## src/include/rsp_regs.svh

```systemverilog
`ifndef RSP_REGS_SVH
`define RSP_REGS_SVH

// register byte offsets
`define RSP_OFS_CTRL 5'h00
`define RSP_OFS_FLAGS 5'h04
`define RSP_OFS_PWR 5'h08
`define RSP_OFS_DIGITAL_INPUT_DISABLE_0 5'h0C
`define RSP_OFS_DIGITAL_INPUT_DISABLE_1 5'h10
`define RSP_OFS_STATUS 5'h14

// field positions
`define RSP_CTRL_SCANDIS 0
`define RSP_PWR_ADCEN 0
`define RSP_PWR_ACOFF 1
`define RSP_PWR_ACREF 2
`define RSP_PWR_SM_LSB 4
`define RSP_FLG_POR 0
`define RSP_FLG_EXT 1
`define RSP_FLG_BOD 2
`define RSP_FLG_WDT 3
`define RSP_FLG_SCAN 4

// reset values
`define RSP_CTRL_RST 8'h00
`define RSP_PWR_RST 8'h00
`define RSP_DIDR_RST 8'h00
`define RSP_FLAGS_RST 5'h01

// sleep mode codes of the mode field
`define RSP_SM_IDLE 3'h0
`define RSP_SM_ADCNR 3'h1
`define RSP_SM_PDOWN 3'h2
`define RSP_SM_PSAVE 3'h3
`define RSP_SM_STANDBY 3'h6

// brown-out level code meaning disabled
`define RSP_BOD_OFF 3'h7

// timing
`define RSP_CLK_NS 25
`define RSP_PIN_MIN_NS 2500
`define RSP_PIN_MIN_CYC ((`RSP_PIN_MIN_NS + `RSP_CLK_NS - 1) / `RSP_CLK_NS)
`define RSP_TOUT_UNIT_CYC 1024

`endif

```

## src/include/rsp_pkg.sv

```systemverilog
package rsp_pkg;

  typedef enum logic [2:0] {
    RSP_IDLE,
    RSP_ADCNR,
    RSP_PDOWN,
    RSP_PSAVE,
    RSP_STANDBY,
    RSP_RSVD
  } rsp_sleep_t;

  typedef struct packed {
    logic valid;
    logic write;
    logic [2:0] idx;
  } rsp_aphase_t;

  typedef struct packed {
    logic por;
    logic ext;
    logic brownout_detector;
    logic wdt;
    logic scan;
  } rsp_src_t;

endpackage : rsp_pkg

```

## src/hw/rsp_pin_filter.sv

```systemverilog
`timescale 1ns/1ps
`include "rsp_regs.svh"

module rsp_pin_filter
  import rsp_pkg::*;
#(
  parameter int MIN_CYC = `RSP_PIN_MIN_CYC
) (
  input wire logic clk,
  input wire logic resetn,
  input wire logic pinN,
  output logic hit
);

  logic [15:0] lowCnt_r;
  logic hit_r;
  wire reached = (lowCnt_r >= 16'(MIN_CYC));

  // pulses shorter than the minimum never reach the count
  always_ff @(posedge clk or negedge resetn) begin
    if (!resetn) begin
      lowCnt_r <= 16'h0000;
      hit_r <= 1'b0;
    end else if (pinN) begin
      lowCnt_r <= 16'h0000;
      hit_r <= 1'b0;
    end else begin
      if (!reached) lowCnt_r <= lowCnt_r + 16'h0001;
      hit_r <= reached;
    end
  end

  assign hit = hit_r;

endmodule : rsp_pin_filter

```

## src/hw/rsp_reset_sleep.sv

```systemverilog
// Operation
// - reset loads registers, then fetch at vector
// - any source resets ports without clock
// - fuse-selected delay stretches reset after release
// - five sources, any one asserts reset
// - reset pin counts only beyond minimum width
// - watchdog reset needs enable and timeout
// - brown-out reset needs enable and low supply
// - scan reset register one holds reset
// - low supply holds reset; rise starts delay
// - supply fall reasserts reset without delay
// - enabled converter stays on while sleeping
// - converter re-enable makes next conversion extended
// - comparator off in deep sleep modes
// - reference on only when someone needs it
// - fused brown-out detector stays on sleeping
// - enabled watchdog keeps running while sleeping
// - deep sleep disables input buffers except wake
// - input disable bits turn buffers off always
// - debug fuse with scan port enabled keeps main clock in power-down and power-save
// - test data out undriven unless shifting
// - watchdog gives one-cycle pulse, delay follows
// - cause flags set, power-on clears, write zero
//
// Design decisions made here: the address map and the AHB-Lite interface to the registers.
`timescale 1ns/1ps
`include "rsp_regs.svh"

module rsp_reset_sleep
  import rsp_pkg::*;
#(
  parameter int TOUT_UNIT = `RSP_TOUT_UNIT_CYC,
  parameter int PIN_MIN_CYC = `RSP_PIN_MIN_CYC,
  parameter logic [15:0] WAKE_PINS = 16'h0001
) (
  input wire logic clk,
  input wire logic resetn,
  input wire logic hsel,
  input wire logic [31:0] haddr,
  input wire logic [1:0] htrans,
  input wire logic hwrite,
  input wire logic [2:0] hsize,
  input wire logic [31:0] hwdata,
  input wire logic hready,
  output logic hreadyout,
  output logic hresp,
  output logic [31:0] hrdata,
  input wire logic supplyAbovePot,
  input wire logic resetPinN,
  input wire logic wdtEnable,
  input wire logic wdtTimeout,
  input wire logic bodBelowThr,
  input wire logic [2:0] brownoutLevelFuses,
  input wire logic [1:0] startupTimeFuses,
  input wire logic [3:0] clockSelectFuses,
  input wire logic debugEnableFuse,
  input wire logic scanPortEnableFuse,
  input wire logic sleepActive,
  input wire logic scanRstShift,
  input wire logic scanTdi,
  input wire logic tapShifting,
  input wire logic tapTdo,
  input wire logic adcConvStart,
  output logic ioRstN,
  output logic cpuRstN,
  output logic fetchVector,
  output logic adcPowerOn,
  output logic adcExtConv,
  output logic acPowerOn,
  output logic refPowerOn,
  output logic bodPowerOn,
  output logic wdtRunOn,
  output logic mainClkOn,
  output logic [15:0] inputBufEn,
  output logic scanPortOn,
  output logic tdoOut,
  output logic tdoOeN
);

  ////////////////////////////////////////////////////////////////////////////
  // reset sources

  logic extHit;
  logic wdtPulse_r;
  logic scanRstReg_r;
  logic [7:0] ctrl_r;
  rsp_src_t src;

  rsp_pin_filter #(
    .MIN_CYC(PIN_MIN_CYC)
  ) uPinFilter (
    .clk(clk),
    .resetn(resetn),
    .pinN(resetPinN),
    .hit(extHit)
  );

  wire bodEnabled = (brownoutLevelFuses != `RSP_BOD_OFF);
  wire scanEnabled = scanPortEnableFuse & ~ctrl_r[`RSP_CTRL_SCANDIS];

  assign src.por = ~supplyAbovePot;
  assign src.ext = extHit;
  assign src.brownout_detector = bodEnabled & bodBelowThr;
  assign src.wdt = wdtPulse_r;
  assign src.scan = scanRstReg_r;

  // any of the five pulls the async reset net low at once
  wire anySrc = |src;
  wire srcN = resetn & ~anySrc;

  // one cycle wide, repeating every other cycle while the timeout input stays high
  always_ff @(posedge clk or negedge resetn) begin
    if (!resetn) wdtPulse_r <= 1'b0;
    else wdtPulse_r <= wdtEnable & wdtTimeout & ~wdtPulse_r;
  end

  // scan reset register survives internal reset, it is a source itself
  always_ff @(posedge clk or negedge resetn) begin
    if (!resetn) scanRstReg_r <= 1'b0;
    else if (scanEnabled && scanRstShift) scanRstReg_r <= scanTdi;
  end

  ////////////////////////////////////////////////////////////////////////////
  // delay counter

  logic [23:0] toutCnt_r;
  logic ioRstN_r;
  logic cpuRstN_r;
  logic fetch_r;

  wire [23:0] toutBase = 24'(TOUT_UNIT) * (24'(startupTimeFuses) + 24'h000001);
  wire [23:0] toutTarget = toutBase << clockSelectFuses[1:0];
  wire stretchDone = (toutCnt_r >= toutTarget);

  // counting starts only after the last source drops, e.g. after the
  // watchdog pulse falls
  always_ff @(posedge clk or negedge srcN) begin
    if (!srcN) toutCnt_r <= 24'h000000;
    else if (!stretchDone) toutCnt_r <= toutCnt_r + 24'h000001;
  end

  always_ff @(posedge clk or negedge srcN) begin
    if (!srcN) begin
      ioRstN_r <= 1'b0;
      cpuRstN_r <= 1'b0;
      fetch_r <= 1'b0;
    end else begin
      ioRstN_r <= stretchDone;
      cpuRstN_r <= ioRstN_r;
      fetch_r <= ioRstN_r & ~cpuRstN_r;
    end
  end

  assign ioRstN = ioRstN_r;
  assign cpuRstN = cpuRstN_r;
  assign fetchVector = fetch_r;

  ////////////////////////////////////////////////////////////////////////////
  // bus slave

  rsp_aphase_t ap_r;
  logic [31:0] rdata_r;
  logic hreadyout_r;
  logic [7:0] pwr_r;
  logic [7:0] digital_input_disable_0_r;
  logic [7:0] digital_input_disable_1_r;
  logic [4:0] flags_r;
  logic [7:0] status;

  wire addrPhase = hsel & htrans[1] & hready;
  wire [2:0] aIdx = haddr[4:2];
  wire inMap = (haddr[31:5] == 27'h0) && (aIdx <= `RSP_OFS_STATUS >> 2);
  wire wrPhase = ap_r.valid & ap_r.write;
  wire wrCtrl = wrPhase && (ap_r.idx == 3'(`RSP_OFS_CTRL >> 2));
  wire wrFlags = wrPhase && (ap_r.idx == 3'(`RSP_OFS_FLAGS >> 2));
  wire wrPwr = wrPhase && (ap_r.idx == 3'(`RSP_OFS_PWR >> 2));
  wire wrDidr0 = wrPhase && (ap_r.idx == 3'(`RSP_OFS_DIGITAL_INPUT_DISABLE_0 >> 2));
  wire wrDidr1 = wrPhase && (ap_r.idx == 3'(`RSP_OFS_DIGITAL_INPUT_DISABLE_1 >> 2));

  logic [31:0] rdMux;
  always_comb begin
    rdMux = 32'h00000000;
    if (inMap) begin
      unique case (aIdx)
        3'(`RSP_OFS_CTRL >> 2): rdMux = {24'h000000, ctrl_r};
        3'(`RSP_OFS_FLAGS >> 2): rdMux = {27'h0000000, flags_r};
        3'(`RSP_OFS_PWR >> 2): rdMux = {24'h000000, pwr_r};
        3'(`RSP_OFS_DIGITAL_INPUT_DISABLE_0 >> 2): rdMux = {24'h000000, digital_input_disable_0_r};
        3'(`RSP_OFS_DIGITAL_INPUT_DISABLE_1 >> 2): rdMux = {24'h000000, digital_input_disable_1_r};
        3'(`RSP_OFS_STATUS >> 2): rdMux = {24'h000000, status};
        default: rdMux = 32'h00000000;
      endcase
    end
  end

  // zero wait states: read data is sampled in the address phase
  always_ff @(posedge clk or negedge resetn) begin
    if (!resetn) begin
      ap_r <= '0;
      rdata_r <= 32'h00000000;
      hreadyout_r <= 1'b0;
    end else begin
      hreadyout_r <= 1'b1;
      if (hready) ap_r <= '{valid: addrPhase & inMap, write: hwrite, idx: aIdx};
      if (addrPhase && !hwrite) rdata_r <= rdMux;
    end
  end

  assign hreadyout = hreadyout_r;
  assign hresp = 1'b0;
  assign hrdata = rdata_r;

  // control registers return to reset values while internal reset holds
  always_ff @(posedge clk or negedge resetn) begin
    if (!resetn) begin
      ctrl_r <= `RSP_CTRL_RST;
      pwr_r <= `RSP_PWR_RST;
      digital_input_disable_0_r <= `RSP_DIDR_RST;
      digital_input_disable_1_r <= `RSP_DIDR_RST;
    end else if (!ioRstN_r) begin
      ctrl_r <= `RSP_CTRL_RST;
      pwr_r <= `RSP_PWR_RST;
      digital_input_disable_0_r <= `RSP_DIDR_RST;
      digital_input_disable_1_r <= `RSP_DIDR_RST;
    end else begin
      if (wrCtrl) ctrl_r <= hwdata[7:0];
      if (wrPwr) pwr_r <= hwdata[7:0];
      if (wrDidr0) digital_input_disable_0_r <= hwdata[7:0];
      if (wrDidr1) digital_input_disable_1_r <= hwdata[7:0];
    end
  end

  ////////////////////////////////////////////////////////////////////////////
  // reset cause flags, kept through internal reset

  wire [4:0] setMask = {src.scan, src.wdt, src.brownout_detector, src.ext, src.por};
  wire [4:0] keepMask = wrFlags ? hwdata[4:0] : 5'h1F;
  wire [4:0] flagsNxt = (flags_r & keepMask) | setMask; // set wins over clear

  always_ff @(posedge clk or negedge resetn) begin
    if (!resetn) flags_r <= `RSP_FLAGS_RST;
    else if (src.por) flags_r <= 5'h01;
    else flags_r <= flagsNxt;
  end

  ////////////////////////////////////////////////////////////////////////////
  // sleep power gating

  rsp_sleep_t mode;
  always_comb begin
    unique case (pwr_r[`RSP_PWR_SM_LSB +: 3])
      `RSP_SM_IDLE: mode = RSP_IDLE;
      `RSP_SM_ADCNR: mode = RSP_ADCNR;
      `RSP_SM_PDOWN: mode = RSP_PDOWN;
      `RSP_SM_PSAVE: mode = RSP_PSAVE;
      `RSP_SM_STANDBY: mode = RSP_STANDBY;
      default: mode = RSP_RSVD;
    endcase
  end

  wire adcEn = pwr_r[`RSP_PWR_ADCEN];
  wire acOn = ~pwr_r[`RSP_PWR_ACOFF];
  wire acUsesRef = acOn & pwr_r[`RSP_PWR_ACREF];
  wire lightSleep = (mode == RSP_IDLE) || (mode == RSP_ADCNR);
  wire pdOrPs = (mode == RSP_PDOWN) || (mode == RSP_PSAVE);
  // io and converter clocks both stopped in every mode but the light ones
  wire deepSleep = sleepActive & ~lightSleep;
  wire debugHold = debugEnableFuse & scanEnabled;

  wire adcOnNxt = adcEn;
  // comparator left alone in the light modes, forced off otherwise
  wire acOnNxt = acOn & (~sleepActive | lightSleep);
  // a comparator tied to the reference keeps it on even while sleeping
  wire refNxt = bodEnabled | acUsesRef | adcEn;
  wire clkNxt = ~sleepActive | lightSleep | (mode == RSP_STANDBY) | (pdOrPs & debugHold);

  wire [15:0] didr = {digital_input_disable_1_r, digital_input_disable_0_r};
  logic [15:0] bufNxt;
  genvar gi;
  generate
    for (gi = 0; gi < 16; gi++) begin : gBuf
      assign bufNxt[gi] = ~didr[gi] & ~(deepSleep & ~WAKE_PINS[gi]);
    end
  endgenerate

  logic adcPowerOn_r;
  logic adcExt_r;
  logic acPowerOn_r;
  logic refPowerOn_r;
  logic bodPowerOn_r;
  logic wdtRunOn_r;
  logic mainClkOn_r;
  logic [15:0] inputBufEn_r;

  always_ff @(posedge clk or negedge resetn) begin
    if (!resetn) begin
      adcPowerOn_r <= 1'b0;
      acPowerOn_r <= 1'b0;
      refPowerOn_r <= 1'b0;
      bodPowerOn_r <= 1'b0;
      wdtRunOn_r <= 1'b0;
      mainClkOn_r <= 1'b1;
      inputBufEn_r <= 16'h0000;
    end else begin
      adcPowerOn_r <= adcOnNxt;
      acPowerOn_r <= acOnNxt;
      refPowerOn_r <= refNxt;
      bodPowerOn_r <= bodEnabled;
      wdtRunOn_r <= wdtEnable;
      mainClkOn_r <= clkNxt;
      inputBufEn_r <= bufNxt;
    end
  end

  // a fresh power-up sets the flag; the first start then consumes it
  always_ff @(posedge clk or negedge resetn) begin
    if (!resetn) adcExt_r <= 1'b0;
    else if (adcOnNxt && !adcPowerOn_r) adcExt_r <= 1'b1;
    else if (adcConvStart || !adcOnNxt) adcExt_r <= 1'b0;
  end

  assign adcPowerOn = adcPowerOn_r;
  assign adcExtConv = adcExt_r;
  assign acPowerOn = acPowerOn_r;
  assign refPowerOn = refPowerOn_r;
  assign bodPowerOn = bodPowerOn_r;
  assign wdtRunOn = wdtRunOn_r;
  assign mainClkOn = mainClkOn_r;
  assign inputBufEn = inputBufEn_r;

  ////////////////////////////////////////////////////////////////////////////
  // scan port pins

  logic scanOn_r;
  logic tdo_r;
  logic tdoOeN_r;

  // pin floats when not shifting; board pull-up must hold it high
  always_ff @(posedge clk or negedge resetn) begin
    if (!resetn) begin
      scanOn_r <= 1'b0;
      tdo_r <= 1'b0;
      tdoOeN_r <= 1'b1;
    end else begin
      scanOn_r <= scanEnabled;
      tdo_r <= tapTdo;
      tdoOeN_r <= ~(scanEnabled & tapShifting);
    end
  end

  assign scanPortOn = scanOn_r;
  assign tdoOut = tdo_r;
  assign tdoOeN = tdoOeN_r;

  assign status = {2'b00, mainClkOn_r, refPowerOn_r, scanOn_r, bodEnabled, ~stretchDone, ~ioRstN_r};

endmodule : rsp_reset_sleep

```

## config.mk

```make
export PLATFORM = sky130hd
export DESIGN_NAME = rsp_reset_sleep
export DESIGN_NICKNAME = d
export VERILOG_FILES = /design/src/include/rsp_pkg.sv /design/src/hw/rsp_pin_filter.sv /design/src/hw/rsp_reset_sleep.sv
export VERILOG_INCLUDE_DIRS = /design/src /design/src/include
export SDC_FILE = /design/constraint.sdc
export NUM_CORES = 1
export LEC_CHECK = 0
export ABC_AREA = 1
export BUFFER_PORTS_ARGS = -buffer_cell sky130_fd_sc_hd__buf_2
export CAP_MARGIN = 20
export CORE_MARGIN = 3
export CORE_UTILIZATION = 38
export CTS_CLUSTER_SIZE = 20
export DETAILED_ROUTE_END_ITERATION = 6
export PLACE_DENSITY = 0.69
export SLEW_MARGIN = 20
export SYNTH_ARGS = -nofsm -noshare
export SYNTH_HDL_FRONTEND = slang
export SYNTH_HIERARCHICAL = 1
export SYNTH_SLANG_ARGS = --single-unit
```

## constraint.sdc

```tcl
create_clock -name clk -period 11.7 [get_ports clk]
set_clock_uncertainty 0.2 [all_clocks]
set_input_delay 1.17 -clock clk [delete_from_list [all_inputs] [get_ports clk]]
set_output_delay 1.17 -clock clk [all_outputs]
set_load 0.1 [all_outputs]
```

==> flow_summary_export.csv, run 1 <==
group,metric,value,unit
routing,wl_met1,5980,microns
floorplan,fp.dieH,131,microns
layout,drive_gt1_frac,0.190,
critical_path,reg2reg_setup_slack,9760,ps
critical_path,cp_num_buf_inv,1,
sta,tns,0,ps
sta,maxSlewViolCount,0,
pwr,combPwrFrac,0.091,
floorplan,coreArea,14900,sq um
yosys,ys_async_sr_fraction,1.00,
critical_path,rr_worst_depth,11,
pwr,fin_total_pwr,1.02,mW
pwr,peakVddDrop,0.0896,mV
critical_path,slowest_stage,"dfrtp_1",
critical_path,startpoint_type,"register",
global_routing,grt-ovfl-total,0,
layout,fin_cells,1010,
yosys,synth_cell_types,41,
pwr,netSwitchingFraction,0.252,
yosys,syn_inst,708,
critical_path,worstPathArrival,1810,ps
critical_path,cp_max_fo,21,
clock_tree,hold_buffers,0,
global_routing,antenna_found_initial,3,
layout,nets,921,
clock_tree,cts.sinks,123,
global_routing,grtUsageTotal,0.166,
pwr,clkPwrFrac,0.485,
routing,wl,13300,microns
critical_path,cp_num_cells,1,
yosys,synth_edf_count,0,
placed_design,place_congestion,0.848,
yosys,ys_seq_area_frac,0.521,
pwr,p_switching,257,uW
clock_tree,cts_tree,"done",
yosys,yosysWarnings,6,
global_routing,grt_pass1_wl,21800,microns
pwr,pwr-share-seq,0.424,
routing,dr_total_vias,4656,
sta,min_period,3180,ps
critical_path,worstReg2RegEnd,"toutCnt_r[15]",
sta,post-route-period-util,0.272,
yosys,ys_ff_latch,123,
clock_tree,insertion_delay,420,ps
floorplan,rows,44,
critical_path,worstSetupEndpointType,"output pin",
sta,fmax,0.315,GHz
routing,antenna_left,0,
critical_path,crit_chain,"buf_2",
placed_design,dp.cells,978,
routing,post-route-drc-count,0,
routing,routedWlPerCell,13.2,microns
clock_tree,cts_setup_buffers,0,
pwr,p_int,765,uW
sta,worstMarginPinSlew,766,ps
critical_path,cp.required,10330,ps
critical_path,worstSetupStartpoint,"ioRstN",
critical_path,crit_family,"flip-flops",
global_routing,grt_max_degree,63,
sta,finalSetupViolations,0,
outcome,outcome,"finished clean",
critical_path,cpPeakStageDelay,810,ps
routing,wl_met3,793,microns
clock_tree,cts-buffers-inserted,17,
sta,final_hold_viol_count,0,
layout,final_util,0.474,
clock_tree,cts_buffer_depth,2,
clock_tree,clk_transition_reported_paths,60,ps
global_routing,grt_pass1_vias,4507,
floorplan,io_pins,159,
floorplan,fp.dieW,131,microns
yosys,syn_avg_cell_area,8.35,sq um
routing,firstDrtPassIters,7,
pwr,p_per_area,145,nW/um^2
routing,wl_met2,6320,microns
routing,top_layer,"met5",
sta,slew_headroom,0.489,
routing,drt_iter0_drc,240,
placed_design,dpl.hpwl,9810,microns
clock_tree,htreeDepth,4,
routing,drt-vias-per-instance,4.61,
yosys,netlist_area,5910,sq um
job,drv_cap,0,
layout,area_delta_synth_final,19.1,%
critical_path,endpoint,"ioRstN",
clock_tree,post_cts_resized,0,
floorplan,dieArea,17100,sq um
pwr,p_leak,3.73,nW
sta,rsz0062_at_grt,"no",
critical_path,r2r_start,"toutCnt_r[11]",
placed_design,portBuffers,101,
clock_tree,cts-root-buf,"clkbuf_16",
floorplan,initial_utilization,0.398,
yosys,yosys_most_used_dff,"dfrtp_1",
critical_path,path_class,"register to output pin",
min_path,hp-class,"register to register",
sequential cells by signal, summed over array words and instances (netlist names), 5 cells and up:
register and flops:
ap_r 5, ctrl_r 8, digital_input_disable_0_r 8, digital_input_disable_1_r 8
flags_r 5, hrdata 8, inputBufEn 16, pwr_r 8
toutCnt_r 24, uPinFilter/lowCnt_r 16
cell usage in the layout (no fill, tap or decap), drive strengths merged:
cell type,instances
dfrtp,120
o21bai,2
nand3b,2
xor2,8
clkbuf,23
o21ai,67
nand4,3
o211ai,2
buf,104
nor2,97
o22ai,8
nand2,186
nor3,8
xnor2,3
a21oi,8
diode,1
ha,12
a22oi,2
nand3,42
dfstp,3
mux2,2
bufinv,2
o21a,1
clkinv,5
a2111oi,1
clkinvlp,2
inv,86
conb,26
synthesized netlist by cell type (2+ instances only):
cell type / instances / area [sq um]
nor3_2: 2 / 20.0
nand2_2: 2 / 12.5
a21oi_1: 8 / 40.0
a22oi_1: 2 / 15.0
o21ai_1: 4 / 20.0
inv_2: 2 / 7.51
nand3_2: 4 / 40.0
xor2_1: 8 / 70.1
dfstp_2: 3 / 78.8
clkbuf_1: 8 / 30.0
o21ai_0: 60 / 300
nor2_1: 94 / 353
o22ai_1: 8 / 50.1
nand4_1: 3 / 18.8
nor2_2: 2 / 12.5
buf_4: 25 / 188
nand2_4: 2 / 22.5
nand3b_1: 2 / 15.0
buf_6: 2 / 22.5
buf_2: 5 / 25.0
o21ai_2: 3 / 26.3
ha_1: 12 / 150
nand3_1: 37 / 185
dfrtp_1: 120 / 3000
conb_1: 2 / 7.51
xnor2_1: 3 / 26.3
nor3_1: 5 / 25.0
inv_1: 83 / 312
mux2_2: 2 / 22.5
o211ai_1: 2 / 15.0
nand2_1: 182 / 683
o21bai_1: 2 / 15.0
metal layers:
layer	vias up	GRT usage
li1	2382	-
met1	2135	0.211
met2	117	0.266
met3	18	0.0524
met4	4	0.0605
met5	-	0
cells by family (layout without fill, tap and decap cells):
group                      count (synthesis)  after routing  share of synthesized area
DFF                                      123            123                      0.521
muxes                                      2              2                    0.00381
buffers and inverters                    129            222                      0.105
other                                      2             27                    0.00127
and+or+nand+nor                          338            338                      0.242
xor gates and xnor gates                  11             11                     0.0163
AOI/OAI and AO/OA                         91             91                     0.0842
adders and majority gates                 12             12                     0.0254
how the worst min path moves through the flow:
stage                             start             to  cells past startpoint
after detailed placement       pwr_r[0]     adcPowerOn                      0
after global routing      toutCnt_r[23]  toutCnt_r[23]                      0
final                     toutCnt_r[23]  toutCnt_r[23]                      0
after global placement         pwr_r[0]     adcPowerOn                      0
after floorplan                pwr_r[0]     adcPowerOn                      0
after CTS                 toutCnt_r[23]  toutCnt_r[23]                      0
cell type report:
type | instances | area, sq um
inverter | 87 | 334
tap | 184 | 230
antenna | 1 | 2.50
timing repair buffer | 104 | 531
clock inverter | 8 | 98.8
multi-input combinational | 480 | 2300
fill | 1469 | 7830
clock buffer | 23 | 458
sequential | 123 | 3080
power groups by stage:
| stage | registers [mW] | logic, mW | clock network [mW] |
|---|---|---|---|
| after CTS | 0.433 | 0.0934 | 0.507 |
| after global placement | 0.441 | 0.0925 | 0 |
| final | 0.434 | 0.0926 | 0.496 |
| after global routing | 0.434 | 0.101 | 0.530 |
| after detailed placement | 0.441 | 0.0930 | 0 |
| after floorplan | 0.449 | 0.0636 | 0 |
stage by stage:
step                worst slack (ps)  hold WS, ps  cell area (sq um)
global placement                8310          159               6480
finish                          8520          174               7040
global route                    8390          187               7040
floorplan                       4190          154               6000
detailed placement              8310          159               6480
CTS                             8480          180               7040
worst reg2reg max path, stage by stage (launching register included):
cell     delay [ps]
dfrtp_1         430
ha_1            350
nand2_1          70
nor2_1           50
nand2_1          70
nand2_2          60
nor2_4          140
nand2_4         150
inv_8           160
nand2_1          70
nand2_1          60
nand2_1          40
Power figures use the tool's default switching activity.
==> run 2, diff against run 1 <==
PLACE_DENSITY = 0.71   (was 0.69)
clock period = 2.83 ns   (was 11.7 ns; I/O delays follow)
==> flow_summary_export.csv, run 2 (synthesis gave the netlist of run 1 again) <==
group,metric,value,unit
floorplan,initial_utilization,0.398,
routing,routedWlPerCell,13.0,microns
clock_tree,cts-buffers-inserted,17,
sta,min_period,2580,ps
placed_design,dp.cells,979,
global_routing,grt_pass1_wl,21600,microns
clock_tree,htreeDepth,4,
layout,drive_gt1_frac,0.190,
sta,hold_slack,26.5,ps
sta,rsz0062_at_grt,"no",
floorplan,coreArea,14900,sq um
clock_tree,cts_buffer_depth,2,
critical_path,cp_max_fo,4,
global_routing,antenna_found_initial,0,
sta,final_hold_viol_count,0,
floorplan,rows,44,
global_routing,grtUsageTotal,0.162,
sta,tns,0,ps
floorplan,io_pins,159,
routing,dr_total_vias,4779,
pwr,peakVddDrop,0.368,mV
clock_tree,insertion_delay,410,ps
job,drv_cap,0,
placed_design,dpl.hpwl,9650,microns
sta,maxSlewViolCount,0,
layout,fin_area,7320,sq um
sta,finalSetupViolations,0,
clock_tree,cts.sinks,123,
sta,post-route-period-util,0.911,
routing,drt-vias-per-instance,4.64,
layout,final_cell_mix,"nand2_1 (182), dfrtp_1 (120), buf_2 (100), nor2_1 (94), inv_1 (83)",
sta,fmax,0.388,GHz
sta,slew_headroom,0.489,
routing,drt_iter0_drc,301,
layout,nets,942,
critical_path,startpoint_type,"register",
critical_path,cp.required,2920,ps
placed_design,portBuffers,101,
min_path,hp-class,"input pin to register",
critical_path,worstSetupEndpointType,"register",
clock_tree,clk_transition_reported_paths,50,ps
routing,post-route-drc-count,0,
routing,firstDrtPassIters,5,
clock_tree,cts-root-buf,"clkbuf_16",
global_routing,grt_max_degree,63,
layout,largest_reg_flops,24,
pwr,p_leak,3.84,nW
layout,final_common_cell,"nand2_1",
floorplan,fp.dieH,131,microns
outcome,outcome,"finished clean",
floorplan,fp.dieW,131,microns
floorplan,dieArea,17100,sq um
routing,antenna_left,0,
global_routing,grt-ovfl-total,0,
critical_path,worstPathArrival,2670,ps
layout,fin_cells,1030,
layout,area_delta_synth_final,23.7,%
clock_tree,post_cts_resized,0,
layout,largest_register,"toutCnt_r",
pwr,p_per_area,607,nW/um^2
clock_tree,cts_tree,"done",
critical_path,path_class,"register to register",
placed_design,place_congestion,0.841,
sta,worstMarginPinSlew,766,ps
placed_design,placed_area,6500,sq um
layout,num_antenna_cells,0,
global_routing,grt_pass1_vias,4454,
routing,wl,13400,microns
layout,final_util,0.492,
[run 2: layout make-up]
class                      count  area, sq um
clock buffer                  20          447
sequential                   123         3080
inverter                      87          334
clock inverter                11          169
multi-input combinational    480         2320
timing repair buffer         125          738
tap                          184          230
fill                        1384         7550
[run 2: path summary, 6_finish.rpt]
check / endpoint / depth (start not counted) / slack [ps] / from
max: scanRstReg_r / 6 / 250 / ctrl_r[0]
min: ctrl_r[4] / 3 / 30 / hwdata[4]
min reg2reg: toutCnt_r[17] / 0 / 170 / toutCnt_r[17]
max reg2reg: scanRstReg_r / 6 / 250 / ctrl_r[0]
min in group asynchronous: flags_r[4] / 3 / 310 / resetn
max in group asynchronous: hrdata[0] / 3 / 1470 / resetn
[run 2: where the power goes]
part	internal [mW]	total [mW]	switching [mW]
Combinational	0.0916	0.405	0.313
Sequential	1.78	1.79	0.0131
Clock	1.49	2.24	0.750
[run 2: timing repair]
item                                   in CTS  in global routing
hold buffers                               20                  0
endpoints found under the hold margin     113                  0
buffers inserted                            0                  0
[run 2: stage by stage]
stage                     power [mW]  setup WS (ps)
after floorplan                 2.12            647
after global placement          2.20            345
after detailed placement        2.21            333
after CTS                       4.48            302
after global routing            4.61            167
final                           4.44            252
[run 2: critical path, stage by stage, from the launching register on]
cell and delay, ps:
dfrtp_1 380, nor2_1 490, nand2_1 140, nor2_1 120, dlygate4sd3_1 560, a21oi_1 40
dlygate4sd3_1 550
[run 2: per-layer routing]
metal  global-route usage  wire (microns)  vias to the layer above
li1                     -               -                     2427
met2                0.252            6350                      141
met5                    0               0                        -
met3               0.0480             794                       26
met1                0.216            5950                     2185
met4               0.0587             289                        0
